`config.mk`:
```
export PLATFORM = sky130hd
export DESIGN_NAME = post_adc_gain_mute_control
export DESIGN_NICKNAME = d
export VERILOG_FILES = /design/src/rtl/gain_stage.v /design/src/rtl/offset_calibrator.v /design/src/rtl/post_adc_gain_mute_control.v
export VERILOG_INCLUDE_DIRS = /design/src /design/src/rtl
export SDC_FILE = /design/constraint.sdc
export NUM_CORES = 2
export LEC_CHECK = 0
export ABC_AREA = 1
export BUFFER_PORTS_ARGS = -buffer_cell sky130_fd_sc_hd__buf_2
export CORE_ASPECT_RATIO = 1.1
export CORE_MARGIN = 1
export CORE_UTILIZATION = 45
export DETAILED_ROUTE_END_ITERATION = 12
export GPL_ROUTABILITY_DRIVEN = 1
export PLACE_DENSITY = 0.69
export SYNTH_ARGS = -nofsm -noshare
export SYNTH_HDL_FRONTEND = slang
export SYNTH_SLANG_ARGS = --single-unit
export TNS_END_PERCENT = 5
```
`constraint.sdc`:
```
create_clock -name CLK -period 16.7 [get_ports CLK]
set_input_delay 2.505 -clock CLK [delete_from_list [all_inputs] [get_ports CLK]]
set_output_delay 2.505 -clock CLK [all_outputs]
set_load 0.03 [all_outputs]
```
`src/rtl/post_adc_gain_consts.vh`:
```
`ifndef POST_ADC_GAIN_CONSTS_VH
`define POST_ADC_GAIN_CONSTS_VH
`define IDX_CH2_GAIN 8'h0B
`define IDX_CH3_GAIN 8'h0C
`define IDX_CH4_GAIN 8'h0D
`define IDX_CONTROL 8'h0E
`define IDX_STATUS 8'h0F
`define GAIN_CODE_RESET 8'hA0
`define CONTROL_RESET 8'h02
`define GAIN_CODE_UNITY 9'h0A0
`define GAIN_CODE_MUTE 8'hFF
`define MANT_FRAC_BITS 6'h0F
`define OCTAVE_MSB 8
`define OCTAVE_LSB 4
`define FRAC_MSB 3
`define COMBINE_MSB 7
`define COMBINE_LSB 6
`define SILENCE_BIT 4
`define CALIBRATE_BIT 0
`define COMBINE_NORMAL 2'h0
`define COMBINE_TWO 2'h1
`define COMBINE_ONE 2'h2
`define HTRANS_NONSEQ_BIT 1
`define HSIZE_WORD 3'h2
`define IDX_MSB 9
`define IDX_LSB 2
`define BYTE_MSB 7
`endif

```
`src/rtl/gain_stage.v`:
```
`include "post_adc_gain_consts.vh"
`default_nettype none
module gain_stage #(
  parameter W = 24
) (
  input wire clk,
  input wire srst,
  input wire ce,
  input wire in_valid,
  input wire [W-1:0] in_sample,
  input wire [7:0] code,
  input wire silence,
  output reg out_valid,
  output reg [W-1:0] out_sample
);
  // 10^(-0.375*f/20) in q1.15 for the sixteen steps of one 6 dB octave
  function [15:0] mantissa;
    input [3:0] f;
    begin
      case (f)
        4'h0: mantissa = 16'h8000;
        4'h1: mantissa = 16'h7A98;
        4'h2: mantissa = 16'h756A;
        4'h3: mantissa = 16'h7074;
        4'h4: mantissa = 16'h6BB3;
        4'h5: mantissa = 16'h6726;
        4'h6: mantissa = 16'h62CA;
        4'h7: mantissa = 16'h5E9D;
        4'h8: mantissa = 16'h5A9E;
        4'h9: mantissa = 16'h56CA;
        4'hA: mantissa = 16'h531F;
        4'hB: mantissa = 16'h4F9C;
        4'hC: mantissa = 16'h4C3F;
        4'hD: mantissa = 16'h4906;
        4'hE: mantissa = 16'h45F0;
        default: mantissa = 16'h42FC;
      endcase
    end
  endfunction

  // code distance from unity, split into octave shift and fine step
  wire [8:0] delta = {1'b0, code} - `GAIN_CODE_UNITY;
  wire [4:0] octave = delta[`OCTAVE_MSB:`OCTAVE_LSB];
  wire [5:0] shift_s = `MANT_FRAC_BITS + {octave[4], octave};
  wire [4:0] shift = shift_s[4:0];
  wire signed [16:0] mant_s = {1'b0, mantissa(delta[`FRAC_MSB:0])};
  wire signed [W+16:0] product = $signed(in_sample) * mant_s;
  wire signed [W+16:0] scaled = product >>> shift;
  wire fits = (&scaled[W+16:W-1]) | ~(|scaled[W+16:W-1]);
  wire [W-1:0] sat_max = {1'b0, {(W-1){1'b1}}};
  wire [W-1:0] sat_min = {1'b1, {(W-1){1'b0}}};
  wire [W-1:0] clipped = fits ? scaled[W-1:0] : (scaled[W+16] ? sat_min : sat_max);
  wire muted = silence | (code == `GAIN_CODE_MUTE);

  // one sample per valid, code sampled with the sample itself
  always @(posedge clk) begin
    if (srst) begin
      out_valid <= 1'b0;
      out_sample <= {W{1'b0}};
    end else if (ce) begin
      out_valid <= in_valid;
      if (in_valid) begin
        out_sample <= muted ? {W{1'b0}} : clipped;
      end
    end
  end
endmodule // gain_stage
`default_nettype wire

```
`src/rtl/offset_calibrator.v`:
```
`default_nettype none
module offset_calibrator #(
  parameter W = 24,
  parameter LOG2N = 8
) (
  input wire clk,
  input wire srst,
  input wire ce,
  input wire start,
  input wire in_valid,
  input wire [W-1:0] in_sample,
  output reg out_valid,
  output reg [W-1:0] out_sample,
  output wire busy
);
  localparam IDLE = 1'b0;
  localparam ACCUM = 1'b1;
  reg state_reg;
  reg [LOG2N-1:0] count_reg;
  reg [W+LOG2N-1:0] acc_reg;
  reg [W-1:0] offset_reg;
  wire [W+LOG2N-1:0] acc_sum = acc_reg + {{LOG2N{in_sample[W-1]}}, in_sample};
  wire [W:0] diff = {in_sample[W-1], in_sample} - {offset_reg[W-1], offset_reg};
  wire diff_ovf = diff[W] ^ diff[W-1];
  wire [W-1:0] sat_max = {1'b0, {(W-1){1'b1}}};
  wire [W-1:0] sat_min = {1'b1, {(W-1){1'b0}}};
  wire [W-1:0] diff_sat = diff_ovf ? (diff[W] ? sat_min : sat_max) : diff[W-1:0];
  wire [LOG2N-1:0] count_one = {{(LOG2N-1){1'b0}}, 1'b1};

  assign busy = state_reg;

  // offset removal on the pass path, averaging of 2^LOG2N samples on request
  always @(posedge clk) begin
    if (srst) begin
      state_reg <= IDLE;
      count_reg <= {LOG2N{1'b0}};
      acc_reg <= {(W+LOG2N){1'b0}};
      offset_reg <= {W{1'b0}};
      out_valid <= 1'b0;
      out_sample <= {W{1'b0}};
    end else if (ce) begin
      out_valid <= in_valid;
      if (in_valid) begin
        out_sample <= diff_sat;
      end
      case (state_reg)
        IDLE: begin
          if (start) begin
            state_reg <= ACCUM;
            count_reg <= {LOG2N{1'b0}};
            acc_reg <= {(W+LOG2N){1'b0}};
          end
        end
        ACCUM: begin
          if (start) begin
            count_reg <= {LOG2N{1'b0}};
            acc_reg <= {(W+LOG2N){1'b0}};
          end else if (in_valid) begin
            acc_reg <= acc_sum;
            count_reg <= count_reg + count_one;
            if (&count_reg) begin
              offset_reg <= acc_sum[W+LOG2N-1:LOG2N];
              state_reg <= IDLE;
            end
          end
        end
        default: begin
          state_reg <= IDLE;
        end
      endcase
    end
  end
endmodule // offset_calibrator
`default_nettype wire

```
`src/rtl/post_adc_gain_mute_control.v`:
```
`include "post_adc_gain_consts.vh"
`default_nettype none
// What this block does
// - channels 2 to 4 each own an 8-bit gain code; code 0 gives +60 dB
// - each code increment lowers gain by 0.375 dB
// - code 0xA0 passes samples at unity; 0x9F gives +0.375 dB
// - codes above unity attenuate down to -35.25 dB at 0xFE; 0xFF mutes
// - gain registers reset to 0xA0 and are readable and writable
// - bits 7:6 of control pick normal, two- or one-channel combining
// - control bit 4 silences every channel whatever its gain code
// - writing 1 to control bit 0 starts a dc offset calibration
// - control resets to 0x02; reserved bits 3:1 read 001 and are overwritten by every write
module post_adc_gain_mute_control #(
  parameter SAMPLE_W = 24,
  parameter CAL_LOG2 = 8
) (
  input wire CLK,
  input wire SRST,
  input wire CE,
  input wire HSEL,
  input wire [31:0] HADDR,
  input wire [1:0] HTRANS,
  input wire HWRITE,
  input wire [2:0] HSIZE,
  input wire [31:0] HWDATA,
  input wire HREADY,
  output reg HREADYOUT,
  output reg HRESP,
  output reg [31:0] HRDATA,
  input wire SAMPLE_VALID,
  input wire [SAMPLE_W-1:0] CH2_SAMPLE_IN,
  input wire [SAMPLE_W-1:0] CH3_SAMPLE_IN,
  input wire [SAMPLE_W-1:0] CH4_SAMPLE_IN,
  output wire OUT_VALID,
  output wire [SAMPLE_W-1:0] CH2_SAMPLE_OUT,
  output wire [SAMPLE_W-1:0] CH3_SAMPLE_OUT,
  output wire [SAMPLE_W-1:0] CH4_SAMPLE_OUT,
  output wire [1:0] CHANNEL_COMBINE_SELECT,
  output wire GLOBAL_SILENCE,
  output wire [2:0] CAL_BUSY
);
  localparam NCH = 3;
  localparam W = SAMPLE_W;

  // register file
  reg [7:0] ch2_gain_code_reg;
  reg [7:0] ch3_gain_code_reg;
  reg [7:0] ch4_gain_code_reg;
  reg [7:0] control_reg;
  reg [7:0] ch2_gain_code_next;
  reg [7:0] ch3_gain_code_next;
  reg [7:0] ch4_gain_code_next;
  reg [7:0] control_next;

  // bus bookkeeping
  reg wr_pend_reg;
  reg [7:0] wr_idx_reg;
  reg offset_calibrate_trigger_reg;
  reg [31:0] rd_word;

  // datapath wiring, three lanes packed low lane first
  wire [NCH*W-1:0] raw_bus;
  wire [NCH*W-1:0] cal_bus;
  wire [NCH*W-1:0] comb_bus;
  wire [NCH*W-1:0] out_bus;
  wire [NCH*8-1:0] code_bus;
  wire [NCH-1:0] cal_valid;
  wire [NCH-1:0] gain_valid;
  wire [NCH-1:0] busy_bus;

  // address phase qualification
  wire addr_take = HSEL & HTRANS[`HTRANS_NONSEQ_BIT] & HREADY;
  wire [7:0] take_idx = HADDR[`IDX_MSB:`IDX_LSB];
  wire high_zero = ~(|HADDR[31:`IDX_MSB+1]);
  wire aligned = ~(|HADDR[`IDX_LSB-1:0]);
  wire size_ok = (HSIZE <= `HSIZE_WORD);
  wire take_ok = high_zero & aligned & size_ok;
  wire [7:0] wr_byte = HWDATA[`BYTE_MSB:0];

  // combine field as seen by the datapath; reserved value runs as normal
  wire [1:0] combine_raw = control_reg[`COMBINE_MSB:`COMBINE_LSB];
  wire combine_two = (combine_raw == `COMBINE_TWO);
  wire combine_one = (combine_raw == `COMBINE_ONE);
  wire silence = control_reg[`SILENCE_BIT];

  assign CHANNEL_COMBINE_SELECT = combine_raw;
  assign GLOBAL_SILENCE = silence;
  assign CAL_BUSY = busy_bus;
  assign OUT_VALID = gain_valid[0];
  assign CH2_SAMPLE_OUT = out_bus[W-1:0];
  assign CH3_SAMPLE_OUT = out_bus[2*W-1:W];
  assign CH4_SAMPLE_OUT = out_bus[3*W-1:2*W];
  assign raw_bus = {CH4_SAMPLE_IN, CH3_SAMPLE_IN, CH2_SAMPLE_IN};
  assign code_bus = {ch4_gain_code_reg, ch3_gain_code_reg, ch2_gain_code_reg};

  // next register values, including the write in its data phase
  always @* begin
    ch2_gain_code_next = ch2_gain_code_reg;
    ch3_gain_code_next = ch3_gain_code_reg;
    ch4_gain_code_next = ch4_gain_code_reg;
    control_next = control_reg;
    if (wr_pend_reg) begin
      case (wr_idx_reg)
        `IDX_CH2_GAIN: begin
          ch2_gain_code_next = wr_byte;
        end
        `IDX_CH3_GAIN: begin
          ch3_gain_code_next = wr_byte;
        end
        `IDX_CH4_GAIN: begin
          ch4_gain_code_next = wr_byte;
        end
        `IDX_CONTROL: begin
          control_next = wr_byte;
        end
        default: begin
          control_next = control_reg;
        end
      endcase
    end
  end

  // read mux over next values so a read right after a write sees it
  always @* begin
    rd_word = 32'h0000_0000;
    case (take_idx)
      `IDX_CH2_GAIN: begin
        rd_word = {24'h00_0000, ch2_gain_code_next};
      end
      `IDX_CH3_GAIN: begin
        rd_word = {24'h00_0000, ch3_gain_code_next};
      end
      `IDX_CH4_GAIN: begin
        rd_word = {24'h00_0000, ch4_gain_code_next};
      end
      `IDX_CONTROL: begin
        rd_word = {24'h00_0000, control_next};
      end
      `IDX_STATUS: begin
        rd_word = {29'h0000_0000, busy_bus};
      end
      default: begin
        rd_word = 32'h0000_0000;
      end
    endcase
    if (~take_ok) begin
      rd_word = 32'h0000_0000;
    end
  end

  // ahb-lite slave: zero wait states, always okay
  always @(posedge CLK) begin
    if (SRST) begin
      HREADYOUT <= 1'b1;
      HRESP <= 1'b0;
      HRDATA <= 32'h0000_0000;
      wr_pend_reg <= 1'b0;
      wr_idx_reg <= 8'h00;
    end else if (CE) begin
      HREADYOUT <= 1'b1;
      HRESP <= 1'b0;
      wr_pend_reg <= addr_take & HWRITE & take_ok;
      if (addr_take) begin
        wr_idx_reg <= take_idx;
      end
      if (addr_take & ~HWRITE) begin
        HRDATA <= rd_word;
      end else begin
        HRDATA <= 32'h0000_0000;
      end
    end
  end

  // register update and calibration request
  always @(posedge CLK) begin
    if (SRST) begin
      ch2_gain_code_reg <= `GAIN_CODE_RESET;
      ch3_gain_code_reg <= `GAIN_CODE_RESET;
      ch4_gain_code_reg <= `GAIN_CODE_RESET;
      control_reg <= `CONTROL_RESET;
      offset_calibrate_trigger_reg <= 1'b0;
    end else if (CE) begin
      ch2_gain_code_reg <= ch2_gain_code_next;
      ch3_gain_code_reg <= ch3_gain_code_next;
      ch4_gain_code_reg <= ch4_gain_code_next;
      control_reg <= control_next;
      // every write of a 1 starts a fresh run
      offset_calibrate_trigger_reg <= wr_pend_reg & (wr_idx_reg == `IDX_CONTROL) &
        wr_byte[`CALIBRATE_BIT];
    end
  end

  // pair 3/4 average used by both combining modes
  wire [W:0] pair_sum = {cal_bus[2*W-1], cal_bus[2*W-1:W]} +
    {cal_bus[3*W-1], cal_bus[3*W-1:2*W]};
  wire [W-1:0] pair_avg = pair_sum[W:1];

  // lanes 3/4 combine here; one-channel mode also puts the pair average on lane 2
  assign comb_bus[W-1:0] = combine_one ? pair_avg : cal_bus[W-1:0];
  assign comb_bus[2*W-1:W] = (combine_two | combine_one) ? pair_avg :
    cal_bus[2*W-1:W];
  assign comb_bus[3*W-1:2*W] = (combine_two | combine_one) ? pair_avg :
    cal_bus[3*W-1:2*W];

  // per-lane offset removal and gain
  genvar i;
  generate
    for (i = 0; i < NCH; i = i + 1) begin : lane
      offset_calibrator #(
        .W(W),
        .LOG2N(CAL_LOG2)
      ) u_cal (
        .clk(CLK),
        .srst(SRST),
        .ce(CE),
        .start(offset_calibrate_trigger_reg),
        .in_valid(SAMPLE_VALID),
        .in_sample(raw_bus[(i+1)*W-1:i*W]),
        .out_valid(cal_valid[i]),
        .out_sample(cal_bus[(i+1)*W-1:i*W]),
        .busy(busy_bus[i])
      );
      gain_stage #(
        .W(W)
      ) u_gain (
        .clk(CLK),
        .srst(SRST),
        .ce(CE),
        .in_valid(cal_valid[i]),
        .in_sample(comb_bus[(i+1)*W-1:i*W]),
        .code(code_bus[(i+1)*8-1:i*8]),
        .silence(silence),
        .out_valid(gain_valid[i]),
        .out_sample(out_bus[(i+1)*W-1:i*W])
      );
    end
  endgenerate
endmodule // post_adc_gain_mute_control
`default_nettype wire

```
Word level (Yosys, flattened, before mapping)
Memory sizes are Yosys's and may differ from the RTL's.
Index checks and enable logic that the tools add are counted.
{ "word_totals": {"register_bits": 415, "rom_bits": 768, "out_inout_bits": 113, "word_cells": 185, "memories": 3} }
{ "mem_list": {"columns": ["memory", "words", "width", "read_ports", "rd_ports_with_merged_regs", "wr", "line_no", "source"], "rows": [
  ["(name not given)", 16, 16, 1, 0, 0, "gain_stage.v:20", "case (f)"],
  ["(name not given)", 16, 16, 1, 0, 0, "gain_stage.v:20", null],
  ["(name not given)", 16, 16, 1, 0, 0, "gain_stage.v:20", null]
]} }
{ "op_classes": {"addsub": 16, "mul": 3, "order_cmp": 1, "eq_ne": 20, "n_shift": 3, "n_mux": 62, "bitwise": 29, "n_reduce_logical": 20} }
{ "ops": {"columns": ["op", "n"], "rows": [
  ["24-bit 2-to-1 mux", 18],
  ["32-bit 2-to-1 mux", 9],
  ["32-bit case mux with 2 select lines", 3],
  ["24-bit by 17-bit multiplier with 41-bit output", 3],
  ["41-bit by 5-bit >>> shifter with 41-bit output", 3],
  ["8-bit 2-to-1 mux", 15],
  ["32-bit adder", 3],
  ["24-bit by 24-bit subtractor with 25-bit output", 3],
  ["8-bit by 4-bit equality test with 1-bit output, second input constant", 9],
  ["18-bit AND reduction", 3],
  ["18-bit OR reduction", 3],
  ["8-bit case mux with 2 select lines", 3],
  ["8-bit case mux with 5 select lines", 1],
  ["12-bit AND reduction", 3],
  ["8-bit by 8-bit subtractor with 9-bit output, second input constant", 3],
  ["24-bit by 24-bit adder with 25-bit output", 1],
  ["8-bit by 1-bit adder with 8-bit output, second input constant", 3],
  ["8-bit equality test, second input constant", 3],
  ["8-bit AND reduction", 3],
  ["22-bit OR reduction", 1],
  ["5-bit adder, first input constant", 3],
  ["1-bit 2-to-1 mux", 10],
  ["1-bit inverter", 10],
  ["1-bit AND", 9],
  ["11 further kinds", 29]
]} }

Depth between registers and ports, before layout
{ "depth": {"ltp_word": 10, "mapped_depth": 66, "depth_no_buf": 64} }

Modules after synthesis
From an unflattened synthesis, not the netlist that was laid out.
{ "hier_totals": {"cells_unflattened": 12541, "hier_area_um2": 83178.5} }
{ "modules_own_cells": {"columns": ["mod", "instances", "cells_each", "area_each_um2", "seq_area_each_um2"], "rows": [
  ["gain_stage (lane[1].u_gain)", 1, 2773, 19023.2, 500.5],
  ["gain_stage (lane[0].u_gain)", 1, 2743, 18881.9, 500.5],
  ["gain_stage (lane[2].u_gain)", 1, 2716, 18631.6, 500.5],
  ["offset_calibrator (lane[2].u_cal)", 1, 1126, 7106.8, 1801.7],
  ["offset_calibrator (lane[1].u_cal)", 1, 1127, 7065.5, 1801.7],
  ["offset_calibrator (lane[0].u_cal)", 1, 1112, 7040.5, 1801.7],
  ["post_adc_gain_mute_control", 1, 944, 5429.0, 1001.0]
]} }

Worst setup path after synthesis
No wires, ideal clock.
{ "synth_timing": {"path_kind": "reg2reg", "startpoint": "reg lane[1].u_cal.out_sample[1]", "endpoint": "reg lane[2].u_gain.out_sample[19]", "setup_time_ps": 132, "arrival_time_ps": 8983, "setup_slack_ps": 7585, "stages_incl_launch_ff": 60, "n_path_buf": 3, "synth_period_minus_slack_ps": 9115, "cell_sequence": "dfxtp_1 > inv_1 > fa_1 > o21ai_2 > a21oi_1 > or2_1 > nand2_1 > nand2_1 > nand2_1 > nand2_1 > nand2_1 > nand2_1 > nand2_2 > nand2_1 > nand2_1 > nand2_1 > nand2_1 > nand3_1 > [... 24 more ...] > nand3_1 > nand3_1 > nand2_1 > nand3_1 > nand3_1 > nand3_1 > nand3_1 > nand3_1 > nand2_1 > nor2_1 > nand2_1 > nor2_1 > nand3_1 > nand2_2 > buf_4 > nand2_1 > nand3_1 > a21oi_1"} }
{ "synth_via": {"elab_chain_len": 9, "word_cells_on_any_way": 11, "classes_between": "1 x add/sub; 1 x mul; 1 x shift; 4 x mux; 2 x bitwise; 2 x reduce/logical"} }
{ "synth_lines": {"columns": ["item", "line_no", "source"], "rows": [
  ["from (decl)", "offset_calibrator.v:13", "output reg [W-1:0] out_sample,"],
  ["from (signal assigned)", "offset_calibrator.v:40", "out_sample <= {W{1'b0}};"],
  ["from (signal assigned)", "offset_calibrator.v:44", "out_sample <= diff_sat;"],
  ["24-bit by 24-bit adder with 25-bit output *", "post_adc_gain_mute_control.v:194", "wire [W:0] pair_sum = {cal_bus[2*W-1], cal_bus[2*W-1:W]} +"],
  ["24-bit 2-to-1 mux *", "post_adc_gain_mute_control.v:202", "assign comb_bus[3*W-1:2*W] = (combine_two | combine_one) ? pair_avg :"],
  ["24-bit by 17-bit multiplier with 41-bit output *", "gain_stage.v:47", "wire signed [W+16:0] product = $signed(in_sample) * mant_s;"],
  ["41-bit by 5-bit >>> shifter with 41-bit output *", "gain_stage.v:48", "wire signed [W+16:0] scaled = product >>> shift;"],
  ["18-bit OR reduction", "gain_stage.v:49", "wire fits = (&scaled[W+16:W-1]) | ~(|scaled[W+16:W-1]);"],
  ["1-bit inverter", "gain_stage.v:49", null],
  ["1-bit bitwise OR", "gain_stage.v:49", null],
  ["24-bit 2-to-1 mux *", "gain_stage.v:52", "wire [W-1:0] clipped = fits ? scaled[W-1:0] : (scaled[W+16] ? sat_min : sat_max);"],
  ["24-bit 2-to-1 mux *", "gain_stage.v:63", "out_sample <= muted ? {W{1'b0}} : clipped;"],
  ["to (signal assigned)", "gain_stage.v:59", "out_sample <= {W{1'b0}};"],
  ["to (signal assigned)", "gain_stage.v:63", null],
  ["to (decl)", "gain_stage.v:14", "output reg [W-1:0] out_sample"]
]} }
Mark *: on every way between the ends. The rest lies on a longest branch, timed or not.
A chain may end at the register's enable or synchronous reset.

Worst setup path after layout
{ "layout_timing": {"startpoint": "reg lane[1].u_cal.out_sample[1]", "endpoint": "reg lane[2].u_gain.out_sample[1]"} }
The elaborated chain is that of the path after synthesis.

==> flow_summary.toml <==
[global_route]
grt_antenna_before_repair = 11
grt_pass1_wl_um = 403000
grt-ovfl-total = 0
grt_pass1_vias = 73400
grt_max_degree = 186
grtUsageTotal_pct = 28.9

[worst_hold_path]
hp-class = "reg -> reg"
hold_depth = 2

[synth]
syn_area_per_cell_um2 = 6.85
synth-edff-count = 0
ys_seq_area_share_pct = 9.99
syn-cell-area_um2 = 78400
syn_inst = 11400
synth_flop_cell = "dfxtp_1"
synth_top_area_share_pct = 28.5
yosysUniqueCellTypes = 70
async_reset_ff_share_pct = 0
ys_ff_latch = 391
yosysWarningCount = 0
synth_top_area_cell = "fa_1"
yosys-top-cells-area = "fa_1, nand2_1, inv_1, dfxtp_1, ha_1"

[critical_path]
critPathCaptureType = "flop"
start_kind = "flop"
cpPeakStageDelay_ns = 1.07
required_ns = 17.20
rr_worst_depth = 58
setup.worst_path.class = "reg -> reg"
arrival_ns = 11.55
worstPathMaxFanout = 32
slowest_stage = "fa_1"
crit_top_cell = "nand2_1"

[clock_tree]
cts_resized = 0
cts_htree_levels = 2
clock_sinks = 391
cts_hold_buf = 0
cts_setup_buffers = 0
cts_buffer_depth = 3
clk_latency_ns = 0.68
cts.clk_slew.worst_paths_ns = 0.07
cts_buffers = 49
root_buffer = "clkbuf_16"
cts_tree = "yes"

[layout]
regArea_um2 = 7830
layout.nets = 13200
largest_register_ff_count = 96
layout_common_cells = "nand2_1, inv_1, fa_1"
multi_input_area_um2 = 60400
layout_commonest_cell = "nand2_1"
drive_gt1_share_pct = 5.91
final_cells = 13700
final_util_pct = 48.0
syn2layout_area_growth_pct = 5.94
fillers = 17900

[run_status]
status = "finished, final reports clean"

[sta]
hold_viol_final = 0
max_slew_margin_pct = 20.1
fin_crit_ns = 11.05
tightest_slew_ns = 1.19
setup_violations = 0
fin_crit_sh_pct = 66.2
skew_ns = 0.0531
finalWorstSetupSlack_ns = 5.65
max_freq_mhz = 90.5
drv_slew = 0
tns_ns = 0
rsz0062_at_grt = "false"

[route]
vias = 73600
vias_per_cell = 5.38
drt_iter0_markers = 5637
drc_errors = 0
postRouteAntennaNets = 0
route.final.wire_length_um = 253000
drt_pass1_iterations = 7
drt-wirelength-per-cell_um = 18.5

[placement]
numPortBuffers = 209
dp_slack_ns = 5.75
dp_cells = 13600
gp_congestion = 0.980
place_hpwl_um = 212000

[die]
die_h_um = 440
fp-row-count = 160
dieArea_um2 = 176000
start_util_pct = 45.3
core_um2 = 173000
die_w_um = 400
num_io_pins = 261

[run]
drv_cap = 0
## logic make-up after synthesis
family | count (synthesis) | synth area share [%]
flip-flops | 391 | 9.99
AO/OA/AOI/OAI | 1496 | 10.5
XOR/XNOR | 236 | 2.68
adder cells (fa/ha/maj) | 1639 | 36.9
other | 2 | 0.00958
AND/OR/NAND/NOR | 4974 | 26.6
buffers and inverters | 2693 | 13.2
multiplexers | 11 | 0.140
## cells in the mapped netlist (11+ instances only)
master,n
nor4_1,18
a21oi_1,681
mux2i_1,11
a21boi_0,13
o21bai_1,29
xor2_1,133
dfxtp_1,391
nand3b_1,12
a31oi_1,70
o21a_1,21
or2_2,103
inv_1,2171
inv_2,31
nand4_1,48
buf_4,40
buf_1,39
nor3_1,59
a211oi_1,12
xnor2_1,98
fa_1,1117
clkbuf_1,321
nand3_2,22
clkinv_1,34
ha_1,522
buf_2,46
o21ai_1,43
o221ai_1,15
nand2_2,31
nor2_1,900
nor2_2,18
nand3_1,973
nand2_1,2762
o21ai_0,481
o211ai_1,53
## layer usage
metal	track usage, %	share of wire, %	up-vias
met4	8.08	3.1	4
met1	38.6	43	35500
met5	0	0.011	-
li1	-	-	35200
met2	48.4	47	2515
met3	4.11	7.1	388
## worst paths after layout
| kind | start | endpoint | slack [ns] |
|---|---|---|---|
| setup reg to reg | lane[1].u_cal.out_sample[1]$_SDFFE_PP0P_ | lane[2].u_gain.out_sample[1]$_SDFFE_PP0P_ | 5.65 |
| hold / removal | lane[1].u_gain.out_sample[19]$_SDFFE_PP0P_ | lane[1].u_gain.out_sample[19]$_SDFFE_PP0P_ | 0.46 |
| hold reg to reg | lane[1].u_gain.out_sample[19]$_SDFFE_PP0P_ | lane[1].u_gain.out_sample[19]$_SDFFE_PP0P_ | 0.46 |
| setup / recovery | lane[1].u_cal.out_sample[1]$_SDFFE_PP0P_ | lane[2].u_gain.out_sample[1]$_SDFFE_PP0P_ | 5.65 |
## through the flow
stage	cell area, um^2	hold WS, ns
finish	83000	0.462
global route	83000	0.484
CTS	83000	0.463
detailed placement	81300	0.454
global placement	81300	0.452
floorplan	78500	0.440
## worst max-delay path: cells and delay by family, from the launching register on
kind | cells | cell delay [ns]
buf+inv | 7 | 0.70
compound gates | 5 | 0.68
flops | 1 | 0.41
fa+ha+maj | 8 | 4.59
simple gates | 38 | 4.45
## final cells by class
class | count | share of cell area [%]
Timing Repair Buffer | 312 | 2.22
Inverter | 2239 | 10.1
Sequential cell | 391 | 9.43
Multi-Input combinational cell | 8382 | 72.7
Tap cell | 2268 | 3.42
Antenna cell | 8 | 0.0241
Clock buffer | 65 | 1.68
Clock inverter | 25 | 0.356
Power is left out: the tool's default activity adds up to more than one toggle a clock period on the data nets, which glitch-free logic cannot reach.
